### src/core/cise_pkg.sv
package cise_pkg;
   localparam int DATA_W   = 8;
   localparam int FADDR_W  = 7;
   localparam int PC_W     = 15;
   localparam int WORD_W   = 14;
   localparam int JUMP_W   = 11;

   // opcode patterns on the 14-bit instruction word
   localparam logic [13:0] OPC_CLEAR_ACC   = 14'h0103;
   localparam logic [13:0] MASK_CLEAR_ACC  = 14'h3FFF;
   localparam logic [13:0] OPC_SUB_SKIP    = 14'h0B00;
   localparam logic [13:0] OPC_ADD_SKIP    = 14'h0F00;
   localparam logic [13:0] OPC_ADD_FILE    = 14'h0A00;
   localparam logic [13:0] OPC_OR_FILE     = 14'h0400;
   localparam logic [13:0] MASK_FILE_OP    = 14'h3F00;
   localparam logic [13:0] OPC_OR_LIT      = 14'h3800;
   localparam logic [13:0] MASK_OR_LIT     = 14'h3F00;
   localparam logic [13:0] OPC_JUMP        = 14'h2800;
   localparam logic [13:0] MASK_JUMP       = 14'h3800;

   localparam int DEST_BIT = 7;
   localparam logic [7:0]  RESET_ACC   = 8'h00;
   localparam logic [7:0]  CLEAR_VALUE = 8'h00;
   localparam logic [7:0]  ONE         = 8'h01;
   localparam logic [14:0] RESET_PC    = 15'h0000;

   typedef enum logic [1:0] {
      CISE_RUN,
      CISE_FLUSH
   } cise_state_t;
endpackage : cise_pkg

### src/core/cise_alu.sv
`timescale 1ns/1ns
`default_nettype none
module cise_alu
   import cise_pkg::*;
(
   input  wire logic [2:0] op,
   input  wire logic [7:0] acc,
   input  wire logic [7:0] fval,
   input  wire logic [7:0] lit,
   output logic      [7:0] result,
   output logic            is_null
);
   // op: 0 clear, 1 sub one, 2 add one, 3 or literal, 4 or file
   always_comb begin
      case (op)
         3'h0:    result = CLEAR_VALUE;
         3'h1:    result = fval - ONE;
         3'h2:    result = fval + ONE;
         3'h3:    result = acc | lit;
         3'h4:    result = acc | fval;
         default: result = acc;
      endcase
      is_null = (result == CLEAR_VALUE);
   end
endmodule // cise_alu
`default_nettype wire

### src/core/cise_core.sv
`timescale 1ns/1ns
`default_nettype none
module cise_core
   import cise_pkg::*;
(
   input  wire logic        REF_CLK,
   input  wire logic        RESET_N,
   input  wire logic        INSTR_VALID,
   input  wire logic [13:0] INSTR,
   input  wire logic [7:0]  FILE_RDATA,
   input  wire logic [6:0]  PAGE_LATCH,
   output logic      [6:0]  FILE_ADDR,
   output logic      [7:0]  FILE_WDATA,
   output logic             FILE_WE,
   output logic      [7:0]  ACC,
   output logic             NULL_FLAG,
   output logic      [14:0] PC,
   output logic             PC_LOAD,
   output logic             NOP_CYCLE,
   output logic             UNKNOWN_OP
);
   // ---------------------------------------------------------------
   // decode
   // ---------------------------------------------------------------
   logic       is_clear;
   logic       is_sub_skip;
   logic       is_add_skip;
   logic       is_add_file;
   logic       is_or_lit;
   logic       is_or_file;
   logic       is_jump;
   logic       dest_file;
   logic [2:0] alu_op;
   logic [7:0] alu_result;
   logic       alu_null;

   always_comb begin
      is_clear    = (INSTR & MASK_CLEAR_ACC) == OPC_CLEAR_ACC;
      is_sub_skip = (INSTR & MASK_FILE_OP) == OPC_SUB_SKIP;
      is_add_skip = (INSTR & MASK_FILE_OP) == OPC_ADD_SKIP;
      is_add_file = (INSTR & MASK_FILE_OP) == OPC_ADD_FILE;
      is_or_file  = (INSTR & MASK_FILE_OP) == OPC_OR_FILE;
      is_or_lit   = (INSTR & MASK_OR_LIT) == OPC_OR_LIT;
      is_jump     = (INSTR & MASK_JUMP) == OPC_JUMP;
      dest_file   = INSTR[DEST_BIT];
      if (is_clear) begin
         alu_op = 3'h0;
      end else if (is_sub_skip) begin
         alu_op = 3'h1;
      end else if (is_add_skip || is_add_file) begin
         alu_op = 3'h2;
      end else if (is_or_lit) begin
         alu_op = 3'h3;
      end else if (is_or_file) begin
         alu_op = 3'h4;
      end else begin
         alu_op = 3'h7;
      end
   end

   // ---------------------------------------------------------------
   // arithmetic
   // ---------------------------------------------------------------
   cise_alu u_alu (
      .op      (alu_op),
      .acc     (ACC),
      .fval    (FILE_RDATA),
      .lit     (INSTR[7:0]),
      .result  (alu_result),
      .is_null (alu_null)
   );

   // ---------------------------------------------------------------
   // sequencing: flush slot, program counter, cycle pulses
   // ---------------------------------------------------------------
   // the file address leaves as a registered copy of the address field; the
   // write is registered as well, so address and data reach the file together
   cise_state_t state;
   cise_state_t next_state;
   logic        take;
   logic        is_known;
   logic [14:0] next_pc;
   logic        next_pc_load;
   logic        next_nop_cycle;
   logic        next_unknown;

   always_comb begin
      is_known       = is_clear || is_sub_skip || is_add_skip || is_add_file ||
                       is_or_file || is_or_lit || is_jump;
      take           = 1'b0;
      next_state     = state;
      next_pc        = PC;
      next_pc_load   = 1'b0;
      next_nop_cycle = 1'b0;
      next_unknown   = 1'b0;

      case (state)
         CISE_FLUSH: begin
            // the discarded slot runs as a nop; with no word on offer it waits,
            // so a late word after a jump or a skip is still thrown away
            next_nop_cycle = 1'b1;
            if (INSTR_VALID) begin
               next_state = CISE_RUN;
            end
         end
         CISE_RUN: begin
            take = INSTR_VALID;
            if (INSTR_VALID) begin
               if (is_jump) begin
                  next_pc      = {PAGE_LATCH[6:3], INSTR[10:0]};
                  next_pc_load = 1'b1;
                  next_state   = CISE_FLUSH;
               end else if ((is_sub_skip || is_add_skip) && alu_null) begin
                  next_state = CISE_FLUSH;
               end else if (!is_known) begin
                  // outside the subset: no effect, only flagged to the surrounding core
                  next_unknown = 1'b1;
               end
            end
         end
         default: begin
            next_state = CISE_RUN;
         end
      endcase
   end

   // ---------------------------------------------------------------
   // sequencing registers
   // ---------------------------------------------------------------
   always_ff @(posedge REF_CLK) begin
      if (!RESET_N) begin
         state      <= CISE_RUN;
         PC         <= RESET_PC;
         PC_LOAD    <= 1'b0;
         NOP_CYCLE  <= 1'b0;
         UNKNOWN_OP <= 1'b0;
      end else begin
         state      <= next_state;
         PC         <= next_pc;
         PC_LOAD    <= next_pc_load;
         NOP_CYCLE  <= next_nop_cycle;
         UNKNOWN_OP <= next_unknown;
      end
   end

   // ---------------------------------------------------------------
   // data path: accumulator, null flag, file write-back
   // ---------------------------------------------------------------
   logic [7:0]  next_acc;
   logic        next_null_flag;
   logic [6:0]  next_file_addr;
   logic [7:0]  next_file_wdata;
   logic        next_file_we;

   always_comb begin
      next_acc        = ACC;
      next_null_flag  = NULL_FLAG;
      next_file_addr  = INSTR[6:0];
      next_file_wdata = FILE_WDATA;
      next_file_we    = 1'b0;

      // a discarded word leaves every register but FILE_ADDR as it stands; FILE_WE drops low
      if (take) begin
         if (is_clear) begin
            next_acc       = alu_result;
            next_null_flag = 1'b1;
         end else if (is_sub_skip || is_add_skip) begin
            // no flag change on the skip forms
            if (dest_file) begin
               next_file_we    = 1'b1;
               next_file_wdata = alu_result;
            end else begin
               next_acc = alu_result;
            end
         end else if (is_add_file || is_or_file) begin
            if (dest_file) begin
               next_file_we    = 1'b1;
               next_file_wdata = alu_result;
            end else begin
               next_acc = alu_result;
            end
            next_null_flag = alu_null;
         end else if (is_or_lit) begin
            next_acc       = alu_result;
            next_null_flag = alu_null;
         end
      end
   end

   // ---------------------------------------------------------------
   // data registers
   // ---------------------------------------------------------------
   always_ff @(posedge REF_CLK) begin
      if (!RESET_N) begin
         ACC        <= RESET_ACC;
         NULL_FLAG  <= 1'b0;
         FILE_ADDR  <= 7'h00;
         FILE_WDATA <= 8'h00;
         FILE_WE    <= 1'b0;
      end else begin
         ACC        <= next_acc;
         NULL_FLAG  <= next_null_flag;
         FILE_ADDR  <= next_file_addr;
         FILE_WDATA <= next_file_wdata;
         FILE_WE    <= next_file_we;
      end
   end
endmodule // cise_core
`default_nettype wire

### config.mk
export PLATFORM = sky130hd
export DESIGN_NAME = cise_core
export DESIGN_NICKNAME = d
export VERILOG_FILES = /design/src/core/cise_pkg.sv /design/src/core/cise_alu.sv /design/src/core/cise_core.sv
export SDC_FILE = /design/constraint.sdc
export NUM_CORES = 1
export LEC_CHECK = 0
export BUFFER_PORTS_ARGS = -buffer_cell sky130_fd_sc_hd__buf_2
export CAP_MARGIN = 20
export CORE_MARGIN = 3
export CORE_UTILIZATION = 49
export DETAILED_ROUTE_END_ITERATION = 12
export PLACE_DENSITY = 0.89
export RECOVER_POWER = 100
export SYNTH_ARGS = -nofsm -noshare
export SYNTH_HDL_FRONTEND = slang
export SYNTH_SLANG_ARGS = --single-unit
### constraint.sdc
create_clock -name REF_CLK -period 3.61 [get_ports REF_CLK]
set_input_delay 0.361 -clock REF_CLK [delete_from_list [all_inputs] [get_ports REF_CLK]]
set_output_delay 0.361 -clock REF_CLK [all_outputs]
set_load 0.02 [all_outputs]
### Word-level counts from Yosys, hierarchy flattened

Cells that the tools add are included.

* word-level logic and storage cells: 89
* flip-flop bits (word level): 45
* output and inout port bits: 43
* input port bits: 32

* reductions and logical operators: 24
* add/subtract/negate cells: 2
* multiplexer cells: 30
* eq/ne operators: 16
* bitwise logic cells: 7

Operators with widths (number)
* two-way mux 8 bit: 8
* case mux 8 bit (5 select lines): 1
* == test 6 x 4 -> 1 bit, second input constant: 3
* OR 8 bit: 2
* AND reduction 3 bit: 5
* == test 14 x 9 -> 1 bit, second input constant: 1
* two-way mux 3 bit: 4
* two-way mux 1 bit: 11
* two-way mux 2 bit: 5
* logical OR 1 bit: 9
* adder 8 x 1 -> 8 bit, second input constant: 1
* zero test 8 bit: 1
* subtractor 8 x 1 -> 8 bit, second input constant: 1
* == test 3 x 2 -> 1 bit, second input constant: 2
* == test 3 bit, second input constant: 2
* == test 6 x 3 -> 1 bit, second input constant: 1
* == test 6 bit, second input constant: 1
* inequality test 2 bit, second input constant: 3
* NOT 1 bit: 5
* OR reduction 5 bit: 1
* case mux 2 bit (2 select lines): 1
* nonzero test 4 bit: 1
* == test 3 x 1 -> 1 bit, second input constant: 1
* zero test 3 bit: 1
* 8 further kinds: 8

### Longest topological paths before layout

* word-level depth: 14
* depth in mapped cells: 11

### Cells and area by module

A second synthesis with hierarchy kept.

* cell total of the unflattened synthesis: 304
* area total of the unflattened synthesis: 2439.8 sq um

By module, submodules not included
* cise_core: instances 1, area an instance 1803.0 sq um, cells an instance 207
* cise_alu: instances 1, area an instance 636.9 sq um, cells an instance 97

### Worst setup path before layout

No wires, ideal clock.

* path kind: input to register
* start point: input INSTR[12]
* end point: register state[0]
* stages: 10
* path buffers: 0
* slack: 0.991 ns
* setup time: 0.060 ns
* data arrival time: 2.560 ns
* cells stage by stage: and4bb_2 > nand3_1 > ha_1 > nor2b_1 > o31a_1 > o22ai_1 > xor2_1 > o22ai_1 > nor4_2 > a41o_1

* cells in the longest elaborated chain, start to end: 12

Ends and longest elaborated chain
* from (decl): line cise_core.sv:9 `input wire logic [13:0] INSTR,`
* == test 6 x 3 -> 1 bit: line cise_core.sv:42 `is_or_file = (INSTR & MASK_FILE_OP) == OPC_OR_FILE;`
* two-way mux 2 bit: line cise_core.sv:54 `end else if (is_or_file) begin`
* two-way mux 3 bit: line cise_core.sv:52 `end else if (is_or_lit) begin`
* two-way mux 3 bit: line cise_core.sv:50 `end else if (is_add_skip || is_add_file) begin`
* two-way mux 3 bit: line cise_core.sv:48 `end else if (is_sub_skip) begin`
* two-way mux 3 bit: line cise_core.sv:46 `if (is_clear) begin`
* == test 3 bit (tied with other cells): line cise_alu.sv:15 `case (op)`
* case mux 8 bit (5 select lines): line cise_alu.sv:15
* zero test 8 bit: line cise_alu.sv:23 `is_null = (result == CLEAR_VALUE);`
* logical AND 1 bit: line cise_core.sv:113 `end else if ((is_sub_skip || is_add_skip) && alu_null) begin`
* inequality test 3 bit (no line)
* AND reduction 3 bit (no line)
* to (signal assigned): line cise_core.sv:138 `state <= next_state;`
* to (decl): line cise_core.sv:78 `cise_state_t state;`

Parallel ways exist; a longest one is shown, timed or not. The select of a mux whose other input is x is not followed.
A chain may end at the register's enable or synchronous reset.

### Worst setup path in the final report

* start point: input INSTR[9]
* end point: register state[0]

* cells in the longest elaborated chain, start to end: 12

Ends and longest elaborated chain (line)
* == test 6 x 3 -> 1 bit: cise_core.sv:42
* two-way mux 2 bit: cise_core.sv:54
* two-way mux 3 bit: cise_core.sv:52
* two-way mux 3 bit: cise_core.sv:50
* two-way mux 3 bit: cise_core.sv:48
* two-way mux 3 bit: cise_core.sv:46
* == test 3 bit (tied with other cells): cise_alu.sv:15
* case mux 8 bit (5 select lines): cise_alu.sv:15
* zero test 8 bit: cise_alu.sv:23
* logical AND 1 bit (*): cise_core.sv:113
* inequality test 3 bit (no line) (*)
* AND reduction 3 bit (no line) (*)

Mark *: on every way between the ends. The rest lies on a longest branch, timed or not.

==> metrics.cfg <==
[setup_path]
worstSetupPathType = in2reg
kind_of_end_point_of_the_critical_path = flip-flop
worst_path_fanout_max = 8
worst-endpoint-required_ns = 3.86
timing.critical_path.arrival_ns = 3.21
critPathLaunchType = input pin

[global_route]
grt_usage = 0.216
grt_start_max_net_pins = 22
first_global_vias = 1893
grt_antenna_before_repair = 0
overflow = 0
wire_length_of_the_first_global_routing_pass_um = 8780

[placed_design]
detailed_place_hpwl_um = 4180
worst_setup_timing_slack_at_the_placement_stage_ns = 0.539
place_congestion = 0.850
place.port_buffers = 71

[synth]
ys_top_cells_by_area = dfxtp_1, nand2_1, a211oi_1
ys_async_sr_fraction = 0
synth-seq-area-share = 0.414
post_synth_inst_count = 248
yosys.area.top_type_share = 0.414
mappedNetlistNets = 287
ys_warn_count = 0
synth_enable_flop_cells = 0
post_synth_num_cell_types = 45
cell_with_the_most_instances_after_synthesis = dfxtp_1
mappedNetlistArea_um2 = 2130
post_synth.cell_area_avg_um2 = 8.58
synth.largest_area_cell = dfxtp_1
postSynth.topFlopCell = dfxtp_1
synthTopCellsByCount = dfxtp_1, nand2_1, nor2_1, a21oi_1, a211oi_1
ys_seq_elements = 44

[sta]
finClkSkew_ns = 0.00551
finalSetupViolations = 0
tns_ns = 0
hold-worst-slack_ns = 0.288
setup_slack_ns = 0.659
finalWorstPathRequiredPeriod_ns = 2.95
report.final.hold_viol_count = 0
maxSlewHeadroom = 0.366
clock.fmax_mhz = 339
rsz_0062_raised_after_global_routing = no
worstMarginPinSlew_ns = 0.948
finalCritPeriodShare = 0.817
timing.final.max_slew_violations = 0

[cts]
numCtsBuffers = 5
clk_transition_reported_paths_ns = 0.08
clock-root-buffer = clkbuf_8
clock_tree_from_tritoncts = built
post_cts.repair.setup_buffers = 0
clock_sinks = 44
cts-hold-fix-buffers = 0
htree_num_levels = 2
clock_tree.buffer_depth = 2
clock_insertion_delay_worst_skew_ns = 0.30
cts_repair_resize_count = 0

[power]
cellLeakagePower_uw = 0.000935
vdd_drop_max_mv = 0.160
power_density_nw_per_um2 = 403
power.total_uw = 1020

[drt]
detailedRoute.firstIterationViolations = 83
firstDrtPassIters = 4
drt-vias-per-instance = 5.62
wire_per_inst_um = 15.0
detailroute.via_count = 2067
drc = 0
postRouteAntennaNets = 0
detail_route.wirelength_um = 5510

[floorplanning]
die_width_um = 71.9
floorplan.rows = 23
initial_utilization = 0.521
die_y_um = 71.9
core_um2 = 4090
io-pin-count = 75
dieArea_um2 = 5170

[hold_path]
hold_path.class = in2reg

[layout]
syn_to_final_growth_pct = 19.1
n_antenna_cell = 0
fin_nets = 356
num-fill-cells = 383
fraction_of_layout_instances_using_a_drive_strength_above_1 = 0.123

[flow_run]
max-cap-violations = 0

[run_status]
outcome = finished, final reports clean

-- flip-flops by register name, summed over array words and instances (netlist names) --
| register | cells |
|---|---|
| ACC | 8 |
| FILE_ADDR | 7 |
| FILE_WDATA | 8 |
| FILE_WE | 1 |
| NOP_CYCLE | 1 |
| NULL_FLAG | 1 |
| PC | 15 |
| PC_LOAD | 1 |
| UNKNOWN_OP | 1 |
| state | 1 |
-- final cells by class --
cell class                 count  area, um2  share of cell area
multi-input combinational    188       1150               0.454
sequential                    44        881               0.348
timing repair buffer          73        313               0.123
clock buffer                   6       72.6              0.0286
tap                           50       62.6              0.0247
clock inverter                 2       35.0              0.0138
inverter                       5       18.8             0.00741
-- worst paths after layout --
path / start / end / slack, ns / cells past startpoint
worst max-delay path: INSTR[9] / state[0] / 0.66 / 11
worst min register to register: PC[6] / PC[6] / 0.46 / 2
worst max register to register: state[0] / FILE_WDATA[7] / 1.92 / 4
worst min-delay path: PAGE_LATCH[4] / PC[12] / 0.29 / 3
-- per-layer routing --
layer	global-route usage	wire (um)
met1	0.268	2260
met2	0.353	2650
met3	0.0533	502
met4	0.0981	105
met5	0	0
-- power by group --
| group | switching, uW | internal (uW) | total, uW |
|---|---|---|---|
| combinational | 92.2 | 54.2 | 146 |
| sequential | 5.51 | 497 | 503 |
| clock | 167 | 205 | 372 |
| total | 264 | 757 | 1020 |
-- metrics by stage --
stage	cells	cell area (um2)	util
3_3_place_gp	360	2510	0.614
4_1_cts	368	2620	0.641
6_report	368	2530	0.620
3_5_place_dp	360	2510	0.614
5_1_grt	368	2530	0.620
2_1_floorplan	248	2130	-
-- cell families after synthesis --
| group | after synthesis | synth area share |
|---|---|---|
| xor gates and xnor gates | 6 | 0.0247 |
| DFF | 44 | 0.414 |
| muxes | 3 | 0.0141 |
| adders and majority gates | 7 | 0.0447 |
| buffers and inverters | 16 | 0.0324 |
| and+or+nand+nor | 103 | 0.244 |
| AOI/OAI and AO/OA | 69 | 0.226 |
-- placed cells by master, fill, tap and decap left out, types with 2 or more instances in the layout --
| cell | synthesis | routed |
|---|---|---|
| ha_1 | 6 | 6 |
| nor2b_1 | 4 | 4 |
| o21ai_0 | 4 | 6 |
| a21oi_1 | 20 | 20 |
| a211oi_1 | 14 | 14 |
| dfxtp_1 | 44 | 44 |
| inv_1 | 4 | 4 |
| clkbuf_1 | 6 | 47 |
| buf_4 | 1 | 2 |
| xor2_1 | 3 | 3 |
| xnor2_1 | 3 | 3 |
| or2_2 | 3 | 3 |
| clkbuf_8 | 0 | 5 |
| buf_2 | 4 | 25 |
| nand4_1 | 3 | 3 |
| mux2i_1 | 3 | 3 |
| and2_1 | 9 | 8 |
| nand2_1 | 34 | 34 |
| nand2b_1 | 4 | 4 |
| a31oi_1 | 2 | 2 |
| nor4_1 | 2 | 4 |
| a21o_1 | 3 | 3 |
| nor4b_1 | 2 | 2 |
| o22ai_1 | 5 | 5 |
| nor3_1 | 5 | 5 |
| nand3_1 | 3 | 3 |
| a221oi_1 | 4 | 4 |
| o21a_1 | 5 | 5 |
| nor2_1 | 26 | 27 |
| a221o_1 | 3 | 3 |
-- critical path, cell delays in order --
cell,delay [ns]
clkbuf_1,0.25
and4bb_2,0.29
nand3_1,0.28
ha_1,0.45
nor2b_1,0.16
o31a_1,0.26
o22ai_1,0.16
xor2_1,0.20
o22ai_1,0.11
nor4_1,0.45
a41o_1,0.22
Power figures use the tool's default switching activity.
